==> config.mk <==
export PLATFORM = sky130hd
export DESIGN_NAME = fpu_cp_device_flat
export DESIGN_NICKNAME = d
export VERILOG_FILES = /design/src/inc/fpu_cp_pkg.sv /design/src/inc/cp_bus_if.sv /design/src/hw/cp_chunk_packer.sv /design/src/hw/fpu_cp_device.sv /design/src/flat_wrapper.sv
export SDC_FILE = /design/constraint.sdc
export NUM_CORES = 1
export LEC_CHECK = 0
export ABC_AREA = 1
export CELL_PAD_IN_SITES_DETAIL_PLACEMENT = 0
export CELL_PAD_IN_SITES_GLOBAL_PLACEMENT = 1
export CORE_MARGIN = 1.5
export CORE_UTILIZATION = 45
export CTS_BUF_LIST = sky130_fd_sc_hd__clkbuf_2
export CTS_CLUSTER_DIAMETER = 50
export DETAILED_ROUTE_END_ITERATION = 6
export DONT_BUFFER_PORTS = 1
export PLACE_DENSITY = 0.73
export SETUP_SLACK_MARGIN = 0.4
export SKIP_LAST_GASP = 1
export SYNTH_ARGS = -nofsm -noshare
export SYNTH_HDL_FRONTEND = slang
export SYNTH_SLANG_ARGS = --single-unit
==> constraint.sdc <==
create_clock -name clk_sys -period 8.59 [get_ports clk_sys]
set_input_delay 0.4295 -clock clk_sys [delete_from_list [all_inputs] [get_ports clk_sys]]
set_output_delay 0.4295 -clock clk_sys [all_outputs]
set_load 0.02 [all_outputs]
==> src/inc/fpu_cp_pkg.sv <==
// Notes on behaviour
// - Transfers work on 8, 16, 32-bit ports
// - Host writes command, then reads response
// - Fetch response: host writes operand register
// - Host proceeds once requests are served
// - Cycles carry the CPU space function code
// - Three-bit ID selects one of eight
// - Works at any clock ratio to host
// - Device never masters; host moves all data
// - Save halts the operation in progress
// - Save in reset state: one null word
// - Idle save short; busy save full frame
// - Nearly finished instruction completes before save
// - Restore reloads state, resumes suspended work
// - Null restore equals hardware reset
// - Eight 80-bit data, three 32-bit registers
// - Barrel shift 1 to 67 in one cycle
`default_nettype none
package fpu_cp_pkg;
   localparam logic [2:0]  FC_CPU_SPACE = 3'h7;
   // Register select codes on the low address lines
   localparam logic [4:0]  CIR_RESPONSE = 5'h00;
   localparam logic [4:0]  CIR_CONTROL  = 5'h02;
   localparam logic [4:0]  CIR_SAVE     = 5'h04;
   localparam logic [4:0]  CIR_RESTORE  = 5'h06;
   localparam logic [4:0]  CIR_COMMAND  = 5'h0a;
   localparam logic [4:0]  CIR_OPERAND  = 5'h10;
   // Size acknowledge codes
   localparam logic [1:0]  ACK_NONE     = 2'h0;
   localparam logic [1:0]  ACK_BYTE     = 2'h1;
   localparam logic [1:0]  ACK_WORD     = 2'h2;
   localparam logic [1:0]  ACK_LONG     = 2'h3;
   // Response words
   localparam logic [15:0] RESP_RELEASE = 16'h0001;
   localparam logic [15:0] RESP_FETCH   = 16'h0002;
   localparam logic [15:0] RESP_BUSY    = 16'h0004;
   // Save format words: low three bits give the frame length
   localparam logic [15:0] FMT_NULL     = 16'h0000;
   localparam logic [15:0] FMT_AGAIN    = 16'h0100;
   localparam logic [15:0] FMT_IDLE     = 16'h1003;
   localparam logic [15:0] FMT_BUSY     = 16'h1006;
   localparam int          FRAME_MAX    = 6;
   localparam logic [2:0]  FRAME_BUSY_LEN = 3'h6;
   // Command word fields
   localparam int          CMD_FETCH_BIT = 15;
   localparam int          CMD_DST_LSB   = 10;
   localparam int          CMD_AMT_MSB   = 6;
   localparam int          CTRL_ABORT_BIT = 14;
   // Shifter limits
   localparam logic [6:0]  SHIFT_MIN    = 7'h01;
   localparam logic [6:0]  SHIFT_MAX    = 7'h43;
   localparam logic [15:0] FP_EXP_ONE   = 16'h3fff;
   // Cycle counts
   localparam logic [7:0]  EXEC_CYCLES  = 8'h28;
   localparam logic [7:0]  SAVE_COST    = 8'h0c;
   // Reset values
   localparam logic [31:0] REG_RESET    = 32'h0000_0000;

   typedef enum logic [1:0] {
      ST_NULL  = 2'b00,
      ST_IDLE  = 2'b01,
      ST_BUSY  = 2'b10,
      ST_FETCH = 2'b11
   } cp_state_e;

   typedef enum logic [1:0] {
      OP_EXEC    = 2'b00,
      OP_SAVE    = 2'b01,
      OP_RESTORE = 2'b10,
      OP_RESET   = 2'b11
   } host_op_e;

   typedef enum logic [2:0] {
      PH_IDLE     = 3'b000,
      PH_CMD      = 3'b001,
      PH_RESP     = 3'b010,
      PH_OPND     = 3'b011,
      PH_SAVE     = 3'b100,
      PH_FRAME_RD = 3'b101,
      PH_REST     = 3'b110,
      PH_FRAME_WR = 3'b111
   } host_phase_e;
endpackage : fpu_cp_pkg
`default_nettype wire
==> src/inc/cp_bus_if.sv <==
`timescale 1ns/1ns
`default_nettype none
interface cp_bus_if;
   logic        cyc;
   logic        wr;
   logic [2:0]  fc;
   logic [2:0]  cp_id;
   logic [4:0]  cir_sel;
   logic [31:0] wdata;
   logic [31:0] rdata;
   logic [1:0]  size_acknowledge;

   modport device (
      input  cyc, wr, fc, cp_id, cir_sel, wdata,
      output rdata, size_acknowledge
   );
   modport host (
      output cyc, wr, fc, cp_id, cir_sel, wdata,
      input  rdata, size_acknowledge
   );
endinterface : cp_bus_if
`default_nettype wire

==> src/hw/cp_chunk_packer.sv <==
`timescale 1ns/1ns
`default_nettype none
module cp_chunk_packer #(
   parameter int PORT_W = 32
) (
   // Clock and reset
   input  wire logic              clk_sys,
   input  wire logic              reset,
   // Access stream
   input  wire logic              step,
   input  wire logic [1:0]        last_idx,
   input  wire logic [PORT_W-1:0] chunk_in,
   input  wire logic [31:0]       word_rd,
   output logic      [PORT_W-1:0] chunk_out,
   output logic      [31:0]       word_out,
   output logic                   word_done
);
   logic [1:0]  idx;
   logic [31:0] acc;
   wire  [1:0]  chunks_left = last_idx - idx;

   // Most significant chunk travels first
   assign chunk_out = PORT_W'(word_rd >> (int'(chunks_left) * PORT_W));
   assign word_out  = (acc << PORT_W) | 32'(chunk_in);
   assign word_done = step & (idx == last_idx);

   always_ff @(posedge clk_sys)
   begin
      if (reset)
      begin
         idx <= 2'h0;
         acc <= 32'h0000_0000;
      end
      else if (step)
      begin
         acc <= word_done ? 32'h0000_0000 : word_out;
         idx <= word_done ? 2'h0 : idx + 2'h1;
      end
   end
endmodule : cp_chunk_packer
`default_nettype wire

==> src/hw/fpu_cp_device.sv <==
`timescale 1ns/1ns
`default_nettype none
module fpu_cp_device #(
   parameter int         PORT_W = 32,
   parameter logic [2:0] CP_ID  = 3'h1
) (
   // Clock and reset
   input  wire logic              clk_sys,
   input  wire logic              reset,
   // Host bus
   cp_bus_if.device               bus,
   // Status
   output fpu_cp_pkg::cp_state_e  cp_state,
   output logic                   cp_busy
);
   import fpu_cp_pkg::*;

   localparam logic [1:0] OPND_LAST = 2'(32 / PORT_W - 1);
   localparam logic [1:0] CIR_LAST  = (PORT_W == 8) ? 2'h1 : 2'h0;
   localparam logic [1:0] ACK_CODE  = (PORT_W == 8)  ? ACK_BYTE :
                                      (PORT_W == 16) ? ACK_WORD : ACK_LONG;

   cp_state_e   state;
   logic        acked;
   logic [15:0] resp;
   logic [15:0] cmd;
   logic [31:0] operand;
   logic [7:0]  remaining;
   logic [66:0] shifted;
   logic        frame_rd;
   logic        frame_wr;
   logic [2:0]  frame_idx;
   logic [2:0]  frame_len;
   logic [31:0] frame_buf [0:FRAME_MAX-1];
   logic [31:0] fp_control_reg;
   logic [31:0] fp_status_reg;
   logic [31:0] fp_instr_address_reg;
   logic [79:0] fp_data_regs [0:7];

   ////////////////////////////////////////////////////////////////////////
   // Bus decode

   // Only CPU space with our ID; other spaces stay untouched
   wire hit  = bus.cyc & (bus.fc == FC_CPU_SPACE) & (bus.cp_id == CP_ID);
   wire take = hit & ~acked;
   wire is_opnd = bus.cir_sel == CIR_OPERAND;
   wire [1:0] last = is_opnd ? OPND_LAST : CIR_LAST;

   wire busy_ish = (state == ST_BUSY) | (state == ST_FETCH);
   wire near_done = (state == ST_BUSY) & (remaining < SAVE_COST);
   wire [15:0] save_fmt =
      (state == ST_NULL) ? FMT_NULL :
      (state == ST_IDLE) ? FMT_IDLE :
      near_done          ? FMT_AGAIN : FMT_BUSY;

   wire [31:0] frame_word =
      (frame_idx == 3'h0) ? fp_control_reg :
      (frame_idx == 3'h1) ? fp_status_reg :
      (frame_idx == 3'h2) ? fp_instr_address_reg :
      (frame_idx == 3'h3) ? {14'h0, state, cmd} :
      (frame_idx == 3'h4) ? {24'h0, remaining} : operand;

   wire [31:0] word_rd =
      (bus.cir_sel == CIR_RESPONSE) ? {16'h0, resp} :
      (bus.cir_sel == CIR_SAVE)     ? {16'h0, save_fmt} :
      (is_opnd & frame_rd)          ? frame_word : 32'h0000_0000;

   logic [PORT_W-1:0] chunk_out;
   logic [31:0]       word_out;
   logic              word_done;

   cp_chunk_packer #(.PORT_W(PORT_W)) packer (
      .clk_sys   (clk_sys),
      .reset     (reset),
      .step      (take),
      .last_idx  (last),
      .chunk_in  (bus.wdata[PORT_W-1:0]),
      .word_rd   (word_rd),
      .chunk_out (chunk_out),
      .word_out  (word_out),
      .word_done (word_done)
   );

   ////////////////////////////////////////////////////////////////////////
   // Completed register accesses

   wire w_cmd  = word_done & bus.wr & (bus.cir_sel == CIR_COMMAND);
   wire w_opnd = word_done & bus.wr & is_opnd;
   wire w_ctl  = word_done & bus.wr & (bus.cir_sel == CIR_CONTROL);
   wire w_rest = word_done & bus.wr & (bus.cir_sel == CIR_RESTORE);
   wire r_save = word_done & ~bus.wr & (bus.cir_sel == CIR_SAVE);
   wire r_opnd = word_done & ~bus.wr & is_opnd;

   wire null_rest = w_rest & (word_out[15:0] == FMT_NULL);
   wire core_rst  = reset | null_rest;
   wire frame_end = (frame_idx == frame_len - 3'h1);
   wire rest_done = w_opnd & frame_wr & frame_end;
   wire rest_busy = rest_done & (frame_len == FRAME_BUSY_LEN);
   wire abort     = w_ctl & word_out[CTRL_ABORT_BIT];

   // Operand now, or the one the command was waiting
   wire cmd_ok    = w_cmd & ~busy_ish;
   wire go_now    = cmd_ok & ~word_out[CMD_FETCH_BIT];
   wire go_opnd   = w_opnd & ~frame_wr & (state == ST_FETCH);
   wire start     = go_now | go_opnd;

   wire [15:0] exec_cmd = rest_busy ? frame_buf[3][15:0] :
                          w_cmd     ? word_out[15:0] : cmd;
   wire [31:0] exec_opnd = w_opnd ? word_out : operand;
   wire [6:0]  amt_raw = exec_cmd[CMD_AMT_MSB:0];
   wire [6:0]  amt = (amt_raw < SHIFT_MIN) ? SHIFT_MIN :
                     (amt_raw > SHIFT_MAX) ? SHIFT_MAX : amt_raw;
   // Whole shift in a single cycle
   wire [66:0] next_shifted = {exec_opnd, 35'h0} >> amt;
   wire [2:0]  dst = cmd[CMD_DST_LSB+2:CMD_DST_LSB];
   wire        finish = (state == ST_BUSY) & ~frame_rd & (remaining == 8'h1);

   ////////////////////////////////////////////////////////////////////////
   // Bus answer: held until the host drops its strobe, so the
   // handshake never depends on the host's clock rate

   always_ff @(posedge clk_sys)
   begin
      if (reset)
      begin
         acked                <= 1'b0;
         bus.size_acknowledge <= ACK_NONE;
         bus.rdata            <= 32'h0000_0000;
      end
      else if (take)
      begin
         acked                <= 1'b1;
         bus.size_acknowledge <= ACK_CODE;
         bus.rdata            <= 32'(chunk_out);
      end
      else if (acked & ~bus.cyc)
      begin
         acked                <= 1'b0;
         bus.size_acknowledge <= ACK_NONE;
      end
   end

   ////////////////////////////////////////////////////////////////////////
   // Protocol and state sequencing

   // The only data path out is the read answer; no master port
   always_ff @(posedge clk_sys)
   begin
      if (core_rst)
      begin
         state     <= ST_NULL;
         resp      <= RESP_RELEASE;
         cmd       <= 16'h0000;
         operand   <= REG_RESET;
         remaining <= 8'h00;
         frame_rd  <= 1'b0;
         frame_wr  <= 1'b0;
         frame_idx <= 3'h0;
         frame_len <= 3'h0;
      end
      else if (abort)
      begin
         state    <= ST_IDLE;
         resp     <= RESP_RELEASE;
         frame_rd <= 1'b0;
         frame_wr <= 1'b0;
      end
      else
      begin
         if (w_cmd)
         begin
            resp <= ~cmd_ok ? RESP_BUSY :
                    go_now ? RESP_RELEASE : RESP_FETCH;
            if (cmd_ok)
            begin
               cmd   <= word_out[15:0];
               state <= go_now ? ST_BUSY : ST_FETCH;
            end
         end
         if (go_opnd)
         begin
            operand <= word_out;
            resp    <= RESP_RELEASE;
            state   <= ST_BUSY;
         end
         if (start)
            remaining <= EXEC_CYCLES;
         else if (state == ST_BUSY & ~frame_rd & remaining != 8'h0)
            remaining <= remaining - 8'h1;
         if (finish)
            state <= ST_IDLE;
         if (start | rest_busy)
            shifted <= next_shifted;
         // Save: idle frame, or halt mid-instruction
         if (r_save & (state == ST_IDLE | (busy_ish & ~near_done)))
         begin
            frame_rd  <= 1'b1;
            frame_idx <= 3'h0;
            frame_len <= save_fmt[2:0];
         end
         if (r_opnd & frame_rd)
         begin
            frame_idx <= frame_idx + 3'h1;
            if (frame_end)
            begin
               frame_rd <= 1'b0;
               state    <= ST_IDLE;
            end
         end
         if (w_rest & ~null_rest)
         begin
            frame_wr  <= 1'b1;
            frame_idx <= 3'h0;
            frame_len <= word_out[2:0];
         end
         if (w_opnd & frame_wr)
         begin
            frame_idx <= frame_idx + 3'h1;
            if (frame_end)
               frame_wr <= 1'b0;
         end
         if (rest_done)
         begin
            state <= rest_busy ? cp_state_e'(frame_buf[3][17:16])
                               : ST_IDLE;
            if (rest_busy)
            begin
               cmd       <= frame_buf[3][15:0];
               remaining <= frame_buf[4][7:0];
               operand   <= word_out;
            end
         end
      end
   end

   always_ff @(posedge clk_sys)
   begin
      if (w_opnd & frame_wr)
         frame_buf[frame_idx] <= word_out;
   end

   ////////////////////////////////////////////////////////////////////////
   // Programmer-visible registers

   always_ff @(posedge clk_sys)
   begin
      if (core_rst)
      begin
         fp_control_reg       <= REG_RESET;
         fp_status_reg        <= REG_RESET;
         fp_instr_address_reg <= REG_RESET;
         for (int i = 0; i < 8; i++)
            fp_data_regs[i] <= 80'h0;
      end
      else if (rest_done)
      begin
         fp_control_reg       <= frame_buf[0];
         fp_status_reg        <= frame_buf[1];
         fp_instr_address_reg <= (frame_len == 3'h3) ? word_out
                                                     : frame_buf[2];
      end
      else if (finish)
      begin
         fp_data_regs[dst] <= {FP_EXP_ONE, shifted[66:3]};
         fp_status_reg     <= fp_status_reg + 32'h1;
      end
   end

   always_ff @(posedge clk_sys)
   begin
      if (reset)
      begin
         cp_state <= ST_NULL;
         cp_busy  <= 1'b0;
      end
      else
      begin
         cp_state <= state;
         cp_busy  <= busy_ish;
      end
   end
endmodule : fpu_cp_device
`default_nettype wire

==> src/flat_wrapper.sv <==
// flat-port wrapper written by rule: the top's interface ports become plain ports
module fpu_cp_device_flat import fpu_cp_pkg::*;
#(
   parameter int         PORT_W = 32,
   parameter logic [2:0] CP_ID  = 3'h1
)
  (clk_sys, reset, cp_state, cp_busy, bus_cyc, bus_wr, bus_fc, bus_cp_id, bus_cir_sel, bus_wdata, bus_rdata, bus_size_acknowledge);
  cp_bus_if bus_i ();
  input  wire logic clk_sys;
  input  wire logic reset;
  output fpu_cp_pkg::cp_state_e cp_state;
  output logic cp_busy;
  input wire logic [$bits(bus_i.cyc)-1:0] bus_cyc;
  input wire logic [$bits(bus_i.wr)-1:0] bus_wr;
  input wire logic [$bits(bus_i.fc)-1:0] bus_fc;
  input wire logic [$bits(bus_i.cp_id)-1:0] bus_cp_id;
  input wire logic [$bits(bus_i.cir_sel)-1:0] bus_cir_sel;
  input wire logic [$bits(bus_i.wdata)-1:0] bus_wdata;
  output wire logic [$bits(bus_i.rdata)-1:0] bus_rdata;
  output wire logic [$bits(bus_i.size_acknowledge)-1:0] bus_size_acknowledge;
  assign bus_i.cyc = bus_cyc;
  assign bus_i.wr = bus_wr;
  assign bus_i.fc = bus_fc;
  assign bus_i.cp_id = bus_cp_id;
  assign bus_i.cir_sel = bus_cir_sel;
  assign bus_i.wdata = bus_wdata;
  assign bus_rdata = bus_i.rdata;
  assign bus_size_acknowledge = bus_i.size_acknowledge;
  fpu_cp_device #(.PORT_W(PORT_W), .CP_ID(CP_ID)) u_core (.clk_sys(clk_sys), .reset(reset), .bus(bus_i), .cp_state(cp_state), .cp_busy(cp_busy));
endmodule
# After elaboration in Yosys (flattened, before gate mapping)
# Memory sizes are Yosys's and may differ from the RTL's. A register that Yosys moved wholly into a read port is not among the register bits.
# Cells that the tools add are included.
# totals
ramBits	192
ff_bits	154
wordCells	157
memories	1
out_inout_bits	37
inputBits	47
# mem_list
memory	words	word_bits	read_ports	rd_clocked_by_memory_dff	wr	line	rtl
u_core.frame_buf	6	32	5	2	1	fpu_cp_device.sv:34	logic [31:0] frame_buf [0:FRAME_MAX-1];
# op_classes
n_mux	55
n_bitwise	45
n_eq_ne	17
n_lt_le_gt_ge	1
shift	1
reduce_logical	14
add_sub_neg	6
# op_table
cell	count
$mux 32	13
$mux 16	7
$add 32x1->32 const B	1
$mux 8	4
$shr 32x7->32	1
$and 1x1->1	31
$mux 2	12
$mux 3	6
$logic_not 16->1	1
$mux 13	1
$mux 1	12
$eq 5x3->1 const B	2
$not 1->1	10
$eq 3x3->1 const B	3
$eq 8x1->1 const B	1
$lt 8x4->1 const B	1
$reduce_bool 8->1	1
$sub 8x1->8 const B	1
$eq 3x1->1 const B	2
$eq 3x2->1 const B	2
$reduce_bool 2->1	3
$eq 5x2->1 const B	1
$eq 5x4->1 const B	1
$eq 5x5->1 const B	1
other kinds (15)	21

# Longest topological paths before layout
# Gate-level depths: netlist of run 1.
# depth
ltp_word	18
depth_mapped	16

# By module
# A second synthesis of run 1 with hierarchy kept.
# unflattened
cells_unflattened	1975
area_unflattened_um2	15347.2
# modules_own_cells
module	area_each_um2	cells_each	instances	seq_area_each_um2
fpu_cp_device	14577.7	1848	1	7687.4
cp_chunk_packer	769.5	127	1	40.0

# Least setup slack after synthesis of run 1
# No wires, ideal clock.
# synth_path
path_type	input to register
start	input port bus_cp_id[2]
end	memory u_core.frame_buf[1][0] (enable)
setup_ps	501
arrival_time_ps	4112
cell_stages	7
slack_ps	3977
n_path_buf	0
path_cell_list	inv_1 -> nand2_1 -> nor2_1 -> nand3_1 -> nor2_2 -> nand4_4 -> nor4_1
# synth_via
elab_chain_cells	9
# synth_rtl
item	line	rtl
start: declaration	flat_wrapper.sv:16	input wire logic [$bits(bus_i.cp_id)-1:0] bus_cp_id;
$eq 3x1->1	fpu_cp_device.sv:44	wire hit = bus.cyc & (bus.fc == FC_CPU_SPACE) & (bus.cp_id == CP_ID);
$and 1x1->1	fpu_cp_device.sv:44	
$and 1x1->1	fpu_cp_device.sv:45	wire take = hit & ~acked;
$and 1x1->1	cp_chunk_packer.sv:25	assign word_done = step & (idx == last_idx);
$and 1x1->1 (2 in a row)	fpu_cp_device.sv:88	wire w_opnd = word_done & bus.wr & is_opnd;
$and 1x1->1	fpu_cp_device.sv:238	if (w_opnd & frame_wr)
$mux 1	fpu_cp_device.sv:238	
$mux 1 (not written as such)	fpu_cp_device.sv:239	frame_buf[frame_idx] <= word_out;
end: declaration	fpu_cp_device.sv:34	
# Every way passes these cells.

# Worst setup path in the final report of run 1
# layout_path
start	input port bus_cp_id[1]
end	register u_core.fp_status_reg[9]
# layout_via
elab_chain_cells	9
elab_cells_between_ends	13
classes_between	eq/ne: 1; mux: 1; bitwise: 10; reduce/logical: 1
# layout_rtl
item	line	rtl
$eq 3x1->1 (*)	fpu_cp_device.sv:44	
$and 1x1->1 (*)	fpu_cp_device.sv:44	
$and 1x1->1 (*)	fpu_cp_device.sv:45	
$and 1x1->1 (*)	cp_chunk_packer.sv:25	
$and 1x1->1 (*)	fpu_cp_device.sv:88, fpu_cp_device.sv:90	
$and 1x1->1	fpu_cp_device.sv:88	
$and 1x1->1 (2 in a row)	fpu_cp_device.sv:97	wire rest_done = w_opnd & frame_wr & frame_end;
$mux 32 / $reduce_bool 2->1 (equally long branches)	n/a	
end signal: assignment	fpu_cp_device.sv:258	fp_status_reg <= frame_buf[1];
end signal: assignment	fpu_cp_device.sv:265	fp_status_reg <= fp_status_reg + 32'h1;
end: declaration	fpu_cp_device.sv:36	logic [31:0] fp_status_reg;
# Every way passes the cells marked *; elsewhere a longest branch is shown, timed or not.
# A chain may end at the register's enable or synchronous reset.

==> summary.md, run 1 <==
| Metric | Value |
|---|---|
| Post-CTS setup buffers | `0` |
| First-pass GRT wire length | `72170 um` |
| Multiplexer area fraction after synthesis | `0` |
| Max reg flops | `122` |
| Share of the synthesized area in the top cell type | `0.2748` |
| Startpoint types | `primary input` |
| Largest family of logic cells by synthesized area | `simple AND/OR/NAND/NOR gates` |
| Clock-pin slew on the worst setup and hold paths | `0.10 ns` |
| DRC Markers | `0` |
| Post-synth top flop | `dfxtp_1` |
| Cells after Synth | `1863` |
| Inst Count DP | `2222` |
| #FFs+latches synth | `325` |
| Resize count post-CTS | `0` |
| Setup violators final | `0` |
| Port bufs | `0` |
| Final slew viol count | `0` |
| Post-route clock period utilization | `0.3801` |
| DP Area | `15100 sq um` |
| Synth area leader | `dfxtp_1` |
| Adder-Cell Fraction of Synth Area | `0.01015` |
| Static Leak | `0.006575 uW` |
| Post-route ant nets | `0` |
| Chip Width | `184.3 um` |
| Root Driver | `clkbuf_2` |
| Hold Path Sink | `u_core.frame_rd` |
| Clock sink count | `325` |
| Post-synthesis compound-gate area fraction | `0.1415` |
| Syn nets | `1922` |
| Total global routing overflow | `0` |
| CTS Buffer Depth | `3` |
| Async S/R FF share, synth | `0` |
| Yosys warns | `0` |
| Die Area | `33960 sq um` |
| Layout area overhead | `11.13%` |
| Mapped Area | `14790 sq um` |
| Final Util | `0.5064` |
| RSZ-0062 raised after global routing | `no` |
| Fin Setup TNS | `0 ns` |
| Max Fanout on Critical Path | `73` |
| Site row count | `66` |
| Slowest CP cell | `buf_4` |
| Nets | `1977` |
| Initial DRC Count | `1181` |
| Worst hold path type | `in -> reg` |
| Fin Hold WS | `0.08750 ns` |
| Total CTS buffers | `86` |
| Outcome | `finished, final reports clean` |
| I/O pin count | `84` |
| Most frequent cell after synthesis | `nand2_1` |
| Synth Area in Simple Gates | `0.2428` |
| Final Hold Viols | `0` |
| Number of global-route vias before repair | `11990` |
| Sequential area share after synthesis | `0.5225` |
| Die Ht | `184.3 um` |
| Synth cell types | `38` |
| Top delay family on crit path | `buffers and inverters` |
| Initial core utilization | `0.4557` |
| Hold buffers post-CTS | `50` |
| Reg2Reg Depth | `9` |
| CP Buf/Inv Count | `4` |
| CTS tree | `built` |
| Worst R2R End | `u_core.bus.rdata[10]` |
| Cell Chain, Critical Path | `dlygate4sd3_1, nor2_1, dlygate4sd3_1, nand4_1, nor2_4, nand3_1, nand2_2, clkinv_2, buf_4, o21ai_0, a21oi_1` |
| Worst r2r src | `u_core.frame_idx[0]` |
| GPL Wtd Cong | `0.8708` |
| HPWL after detailed placement | `30030 um` |
| Tmin final | `3.265 ns` |
| Largest cells by area after synthesis | `dfxtp_1 27%, edfxtp_1 25%, nand2_1 12%, a21oi_1 7.0%, o21ai_0 4.5%` |
| Avg Synthesized Cell Area | `7.938 sq um` |
| First-pass DRT Iterations | `6` |
| Most frequent CP cell | `dlygate4sd3_1` |
| Vias | `13050` |
| Min-delay src | `bus_fc[0]` |
| Worst VDD drop | `0.09880 mV` |
| Core ar. | `32450 sq um` |
| H-tree depth | `3` |
| Clk_skew | `0.09675 ns` |
| Hold depth | `6` |
| Worst slew pin tran | `1.108 ns` |
| Antenna violations before repair | `6` |
| Vias per cell | `5.359` |
| CP required | `9.33 ns` |
| Xor and xnor area share after synthesis | `0.01421` |
| Wirelength per Cell | `19.66 um` |
| WS Path Type | `in -> reg` |
| Max-Cap Viols | `0` |
| Largest net degree at the start of global routing | `90` |
| Finished Cell Area | `16430 sq um` |
| Number of flops mapped to enable cells by yosys | `122` |
| Drt total wl | `47890 um` |
| Worst EP arrival | `4.01 ns` |
| Overall Global Routing Usage | `0.2848` |
| Pwr dens | `169.9 nW/um^2` |
| Layout cell share with drive strength beyond 1 | `0.1071` |
| Clk_lat worst skew | `0.99 ns` |
| Fmax | `306.3 MHz` |
| Slowest stage delay, CP | `0.63 ns` |
| Reg2reg setup slack | `5.38 ns` |
| Biggest register | `u_core.frame_buf` |
| Critical path capture point type | `register` |
| Final Non-Filler Cells | `2436` |
| Top post-synthesis cells by count | `466 x nand2_1, 208 x a21oi_1, 203 x dfxtp_1` |
| Rel. slew slack | `0.2607` |
## worst min-delay path, delay by kind of cell
family / cells / cell delay [ns]
AND/OR/NAND/NOR: 5 / 0.53
AO/OA/AOI/OAI: 1 / 0.07
## worst max path at each step
stage | start | endpoint | slack, ns | cells past startpoint
after detailed placement | bus_cp_id[2] | u_core.fp_status_reg[28] | 5.44 | 12
after CTS | bus_cp_id[1] | u_core.fp_status_reg[9] | 5.41 | 11
after floorplan | bus_cp_id[2] | u_core.frame_buf[1][0] | 3.98 | 7
final | bus_cp_id[1] | u_core.fp_status_reg[9] | 5.33 | 11
after global routing | u_core.packer.idx[0] | u_core.fp_status_reg[9] | 5.10 | 10
after global placement | bus_cp_id[2] | u_core.fp_status_reg[22] | 5.49 | 11
## per-stage QoR
| step | worst slack [ns] | power, uW |
|---|---|---|
| after global placement | 5.486 | 1660 |
| after floorplan | 3.977 | 1654 |
| after detailed placement | 5.440 | 1660 |
| after global routing | 5.103 | 2912 |
| after CTS | 5.407 | 2825 |
| final | 5.325 | 2793 |
## metal layers
layer / vias up / GRT usage / wire, um
met5: - / 0 / 0
met4: 0 / 0.08098 / 804
met3: 69 / 0.07034 / 4135
met2: 490 / 0.4044 / 19830
met1: 6130 / 0.4250 / 23120
li1: 6365 / - / -
## placed cells by master, fill, tap and decap left out, types with 2 or more instances in the layout
cell type | synthesis | routed
xnor2_1 | 6 | 6
nand4_4 | 1 | 2
o22ai_1 | 37 | 37
ha_1 | 12 | 12
o21bai_1 | 6 | 6
edfxtp_1 | 122 | 122
clkbuf_2 | 0 | 148
or2_0 | 2 | 2
nor4_1 | 6 | 3
buf_4 | 2 | 20
a21oi_1 | 208 | 208
inv_2 | 3 | 4
a31oi_1 | 6 | 6
xor2_1 | 18 | 18
nand3_2 | 1 | 2
nor4_2 | 0 | 3
nor3_1 | 10 | 10
nand3_1 | 127 | 126
a211oi_1 | 5 | 5
nor2_2 | 5 | 7
clkinv_1 | 2 | 9
dfxtp_1 | 203 | 203
nor2_1 | 166 | 163
nand2_1 | 466 | 465
diode_2 | 0 | 6
o21ai_1 | 3 | 3
nand2_2 | 2 | 3
or2_2 | 17 | 17
nand4_1 | 18 | 18
o21ai_0 | 132 | 132
dlygate4sd3_1 | 0 | 49
nor2_4 | 2 | 3
nand3b_1 | 18 | 18
inv_1 | 150 | 150
## where the power goes
part	total, uW	switching [uW]	internal (uW)	leakage, uW
Sequential	1590	0.143	1590	0.00273
Clock	1120	653	472	0.000648
Combinational	73.9	53.1	20.8	0.00320
## logic make-up after synthesis
kind of cell | Yosys count
XOR/XNOR | 24
flip-flops | 325
AO/OA/AOI/OAI | 400
AND/OR/NAND/NOR | 844
buffers and inverters | 258
adder cells (fa/ha/maj) | 12
## area by class of cell
cell class,count,area [sq um]
flip-flops and latches,325,7727
fillers,3274,16020
clock buffers,148,740.7
repair buffers,70,660.6
inverters,155,583.1
clock inverters,10,63.81
diodes,6,15.01
multi-input cells,1280,6091
well taps,442,553.0
(Power assumes the default switching activity.)
==> inputs of run 2 (changes only) <==
--- a/config.mk
+++ b/config.mk
@@ -14,7 +14,7 @@
 export CTS_CLUSTER_DIAMETER = 50
 export DETAILED_ROUTE_END_ITERATION = 6
 export DONT_BUFFER_PORTS = 1
-export PLACE_DENSITY = 0.73
+export PLACE_DENSITY = 0.76
 export SETUP_SLACK_MARGIN = 0.4
 export SKIP_LAST_GASP = 1
 export SYNTH_ARGS = -nofsm -noshare
==> constraint.sdc (replaced) <==
create_clock -name clk_sys -period 2.83 [get_ports clk_sys]
set_input_delay 0.1415 -clock clk_sys [delete_from_list [all_inputs] [get_ports clk_sys]]
set_output_delay 0.1415 -clock clk_sys [all_outputs]
set_load 0.02 [all_outputs]
==> summary.md, run 2 (synthesized netlist as in run 1, its figures left out) <==
| Metric | Value |
|---|---|
| Outcome | `finished, final reports clean` |
| Min-delay src | `bus_wdata[14]` |
| Hold Path Sink | `u_core.frame_len[1]` |
| Number of global-route vias before repair | `12250 (+2.2%)` |
| Site row count | `66 (unchanged)` |
| Tmin final | `2.373 ns` |
| Port bufs | `0 (unchanged)` |
| Startpoint types | `primary input` |
| Layout area overhead | `16.36%` |
| Worst r2r src | `u_core.frame_idx[1]` |
| Clk_skew | `0.07677 ns (-0.01998 ns)` |
| I/O pin count | `84 (unchanged)` |
| Met2 usage | `0.3988 (-0.005606)` |
| GR Layer Usage met3 | `0.06817 (-0.002173)` |
| Max-Cap Viols | `0 (unchanged)` |
| GPL Wtd Cong | `0.8632 (-0.87%)` |
| Worst EP arrival | `3.18 ns (-0.83 ns)` |
| Worst slew pin tran | `0.6986 ns (-0.4092 ns)` |
| Layout cell share with drive strength beyond 1 | `0.1286 (+0.02146)` |
| Root Driver | `clkbuf_2` |
| Commonest non-fill, non-tap cell in the layout | `nand2_1` |
| Hold depth | `7 (+1)` |
| Die Area | `33960 sq um (unchanged)` |
| Total power | `8563 uW (+210%)` |
| H-tree depth | `3 (unchanged)` |
| Finished Cell Area | `17210 sq um (+4.7%)` |
| Vias per cell | `5.332 (-0.51%)` |
| CTS Buffer Depth | `3 (unchanged)` |
| Post-route clock period utilization | `0.8385` |
| Fillers | `3208 (-2.0%)` |
| Wirelength per Cell | `18.89 um (-3.9%)` |
| Largest net degree at the start of global routing | `90 (unchanged)` |
| Rel. slew slack | `0.5300 (+0.2693)` |
| Nets | `2031 (+2.7%)` |
| Overall Global Routing Usage | `0.2772 (-0.007610)` |
| WS Path Type | `in -> reg` |
| RSZ-0062 raised after global routing | `yes` |
| Setup violators final | `0 (unchanged)` |
| Fmax | `421.4 MHz` |
| Met1 usage | `0.4066 (-0.01843)` |
| Most frequent cells in the layout | `465 x nand2_1, 207 x a21oi_1, 200 x dfxtp_1` |
| First-pass DRT Iterations | `7 (+1)` |
| Vias | `13280 (+1.7%)` |
| DP Area | `15380 sq um (+1.8%)` |
| Antenna violations before repair | `4 (-2)` |
| Max Fanout on Critical Path | `18 (-75%)` |
| Total global routing overflow | `0 (unchanged)` |
| Reg2reg setup slack | `0.49 ns (-4.89 ns)` |
| Max reg flops | `122 (unchanged)` |
| DRC Markers | `0 (unchanged)` |
| Initial core utilization | `0.4557 (unchanged)` |
| Pwr dens | `497.7 nW/um^2 (+190%)` |
| Drt total wl | `47050 um (-1.7%)` |
| Chip Width | `184.3 um (unchanged)` |
| Most used routing layer | `met1` |
| Final Hold Viols | `0 (unchanged)` |
| Biggest register | `u_core.frame_buf` |
| Reg2Reg Depth | `10 (+1)` |
| Fin Hold WS | `0.07054 ns (-0.01696 ns)` |
| Final Util | `0.5302 (+0.02379)` |
| Clock sink count | `325 (unchanged)` |
| Static Leak | `0.006887 uW (+4.7%)` |
| Core ar. | `32450 sq um (unchanged)` |
| Worst R2R End | `u_core.bus.rdata[7]` |
| CTS tree | `built` |
| Clk_lat worst skew | `0.95 ns (-0.04 ns)` |
| Post-route ant nets | `0 (unchanged)` |
| Worst hold path type | `in -> reg` |
| Worst VDD drop | `0.2972 mV (+200%)` |
| First-pass GRT wire length | `71190 um (-1.4%)` |
| HPWL after detailed placement | `29900 um (-0.42%)` |
| Total CTS buffers | `87 (+1.2%)` |
| CP required | `3.64 ns (-5.69 ns)` |
| Critical path capture point type | `register` |
| Die Ht | `184.3 um (unchanged)` |
| Clock-pin slew on the worst setup and hold paths | `0.12 ns (+0.02 ns)` |
| Initial DRC Count | `1164 (-1.4%)` |
| Final slew viol count | `0 (unchanged)` |
run 2: cell count changes in the layout (fill, tap and decap cells not counted), moves of 4 or more:
cell,change
buf_4,+19
dlygate4sd3_1,+18
buf_12,+11
clkbuf_2,-8
clkinv_1,+8
clkinvlp_4,+4
inv_1,-4
run 2: through the flow:
| stage | cells | TNS (ns) | worst slack (ns) |
|---|---|---|---|
| detailed placement | 2245 | 0 | 0.3146 |
| finish | 2491 | 0 | 0.4571 |
| global route | 2490 | 0 | 0.3623 |
| floorplan | 1863 | -25.99 | -0.3198 |
| CTS | 2480 | 0 | 0.3892 |
| global placement | 2245 | 0 | 0.3828 |
run 2: routing by layer:
layer / share of wire / up-vias
met5: 0 / -
met4: 0.019 / 0
li1: - / 6472
met1: 0.46 / 6210
met3: 0.089 / 89
met2: 0.43 / 510
run 2: repair_timing:
action                     CTS  global route
cloned                       0             2
gates resized for setup      3            32
pin swaps                    2             2
setup endpoints to repair   69           139
hold endpoints to repair   447             7
hold buffers                69             1
buffers inserted             4             5
run 2: where the power goes:
| part | leakage [uW] | internal (uW) | switching [uW] |
|---|---|---|---|
| Combinational | 0.00350 | 82.0 | 170 |
| Clock | 0.000654 | 1480 | 1990 |
| Sequential | 0.00273 | 4840 | 0.224 |
| Total | 0.00689 | 6400 | 2160 |
run 2: how the worst max path moves through the flow:
stage                                    start                      to  slack (ns)
after floorplan           u_core.packer.idx[0]  u_core.frame_buf[1][0]       -0.32
final                           bus_cir_sel[3]    u_core.bus.rdata[15]        0.46
after CTS                 u_core.packer.idx[0]      u_core.operand[10]        0.39
after detailed placement   u_core.frame_len[0]      u_core.operand[21]        0.31
after global routing       u_core.frame_idx[1]     u_core.bus.rdata[7]        0.36
after global placement     u_core.frame_len[0]      u_core.operand[25]        0.38
run 2: critical path: stages:
cell	delay [ns]
dlygate4sd3_1	0.57
nor2_1	0.10
dlygate4sd3_1	0.59
nand2_1	0.09
nor2_1	0.11
dlygate4sd3_1	0.57
buf_4	0.18
clkinvlp_4	0.17
nand4_1	0.17
nor2_2	0.06
buf_12	0.16
nand3_1	0.17
a21oi_1	0.08
run 2: layout make-up:
type | count | area (sq um) | share of cell area
diodes | 4 | 10.01 | 0.0005817
flip-flops and latches | 325 | 7736 | 0.4496
well taps | 442 | 553.0 | 0.03214
clock inverters | 22 | 138.9 | 0.008072
inverters | 155 | 598.1 | 0.03476
repair buffers | 123 | 1287 | 0.07483
clock buffers | 140 | 700.7 | 0.04072
multi-input cells | 1280 | 6182 | 0.3593
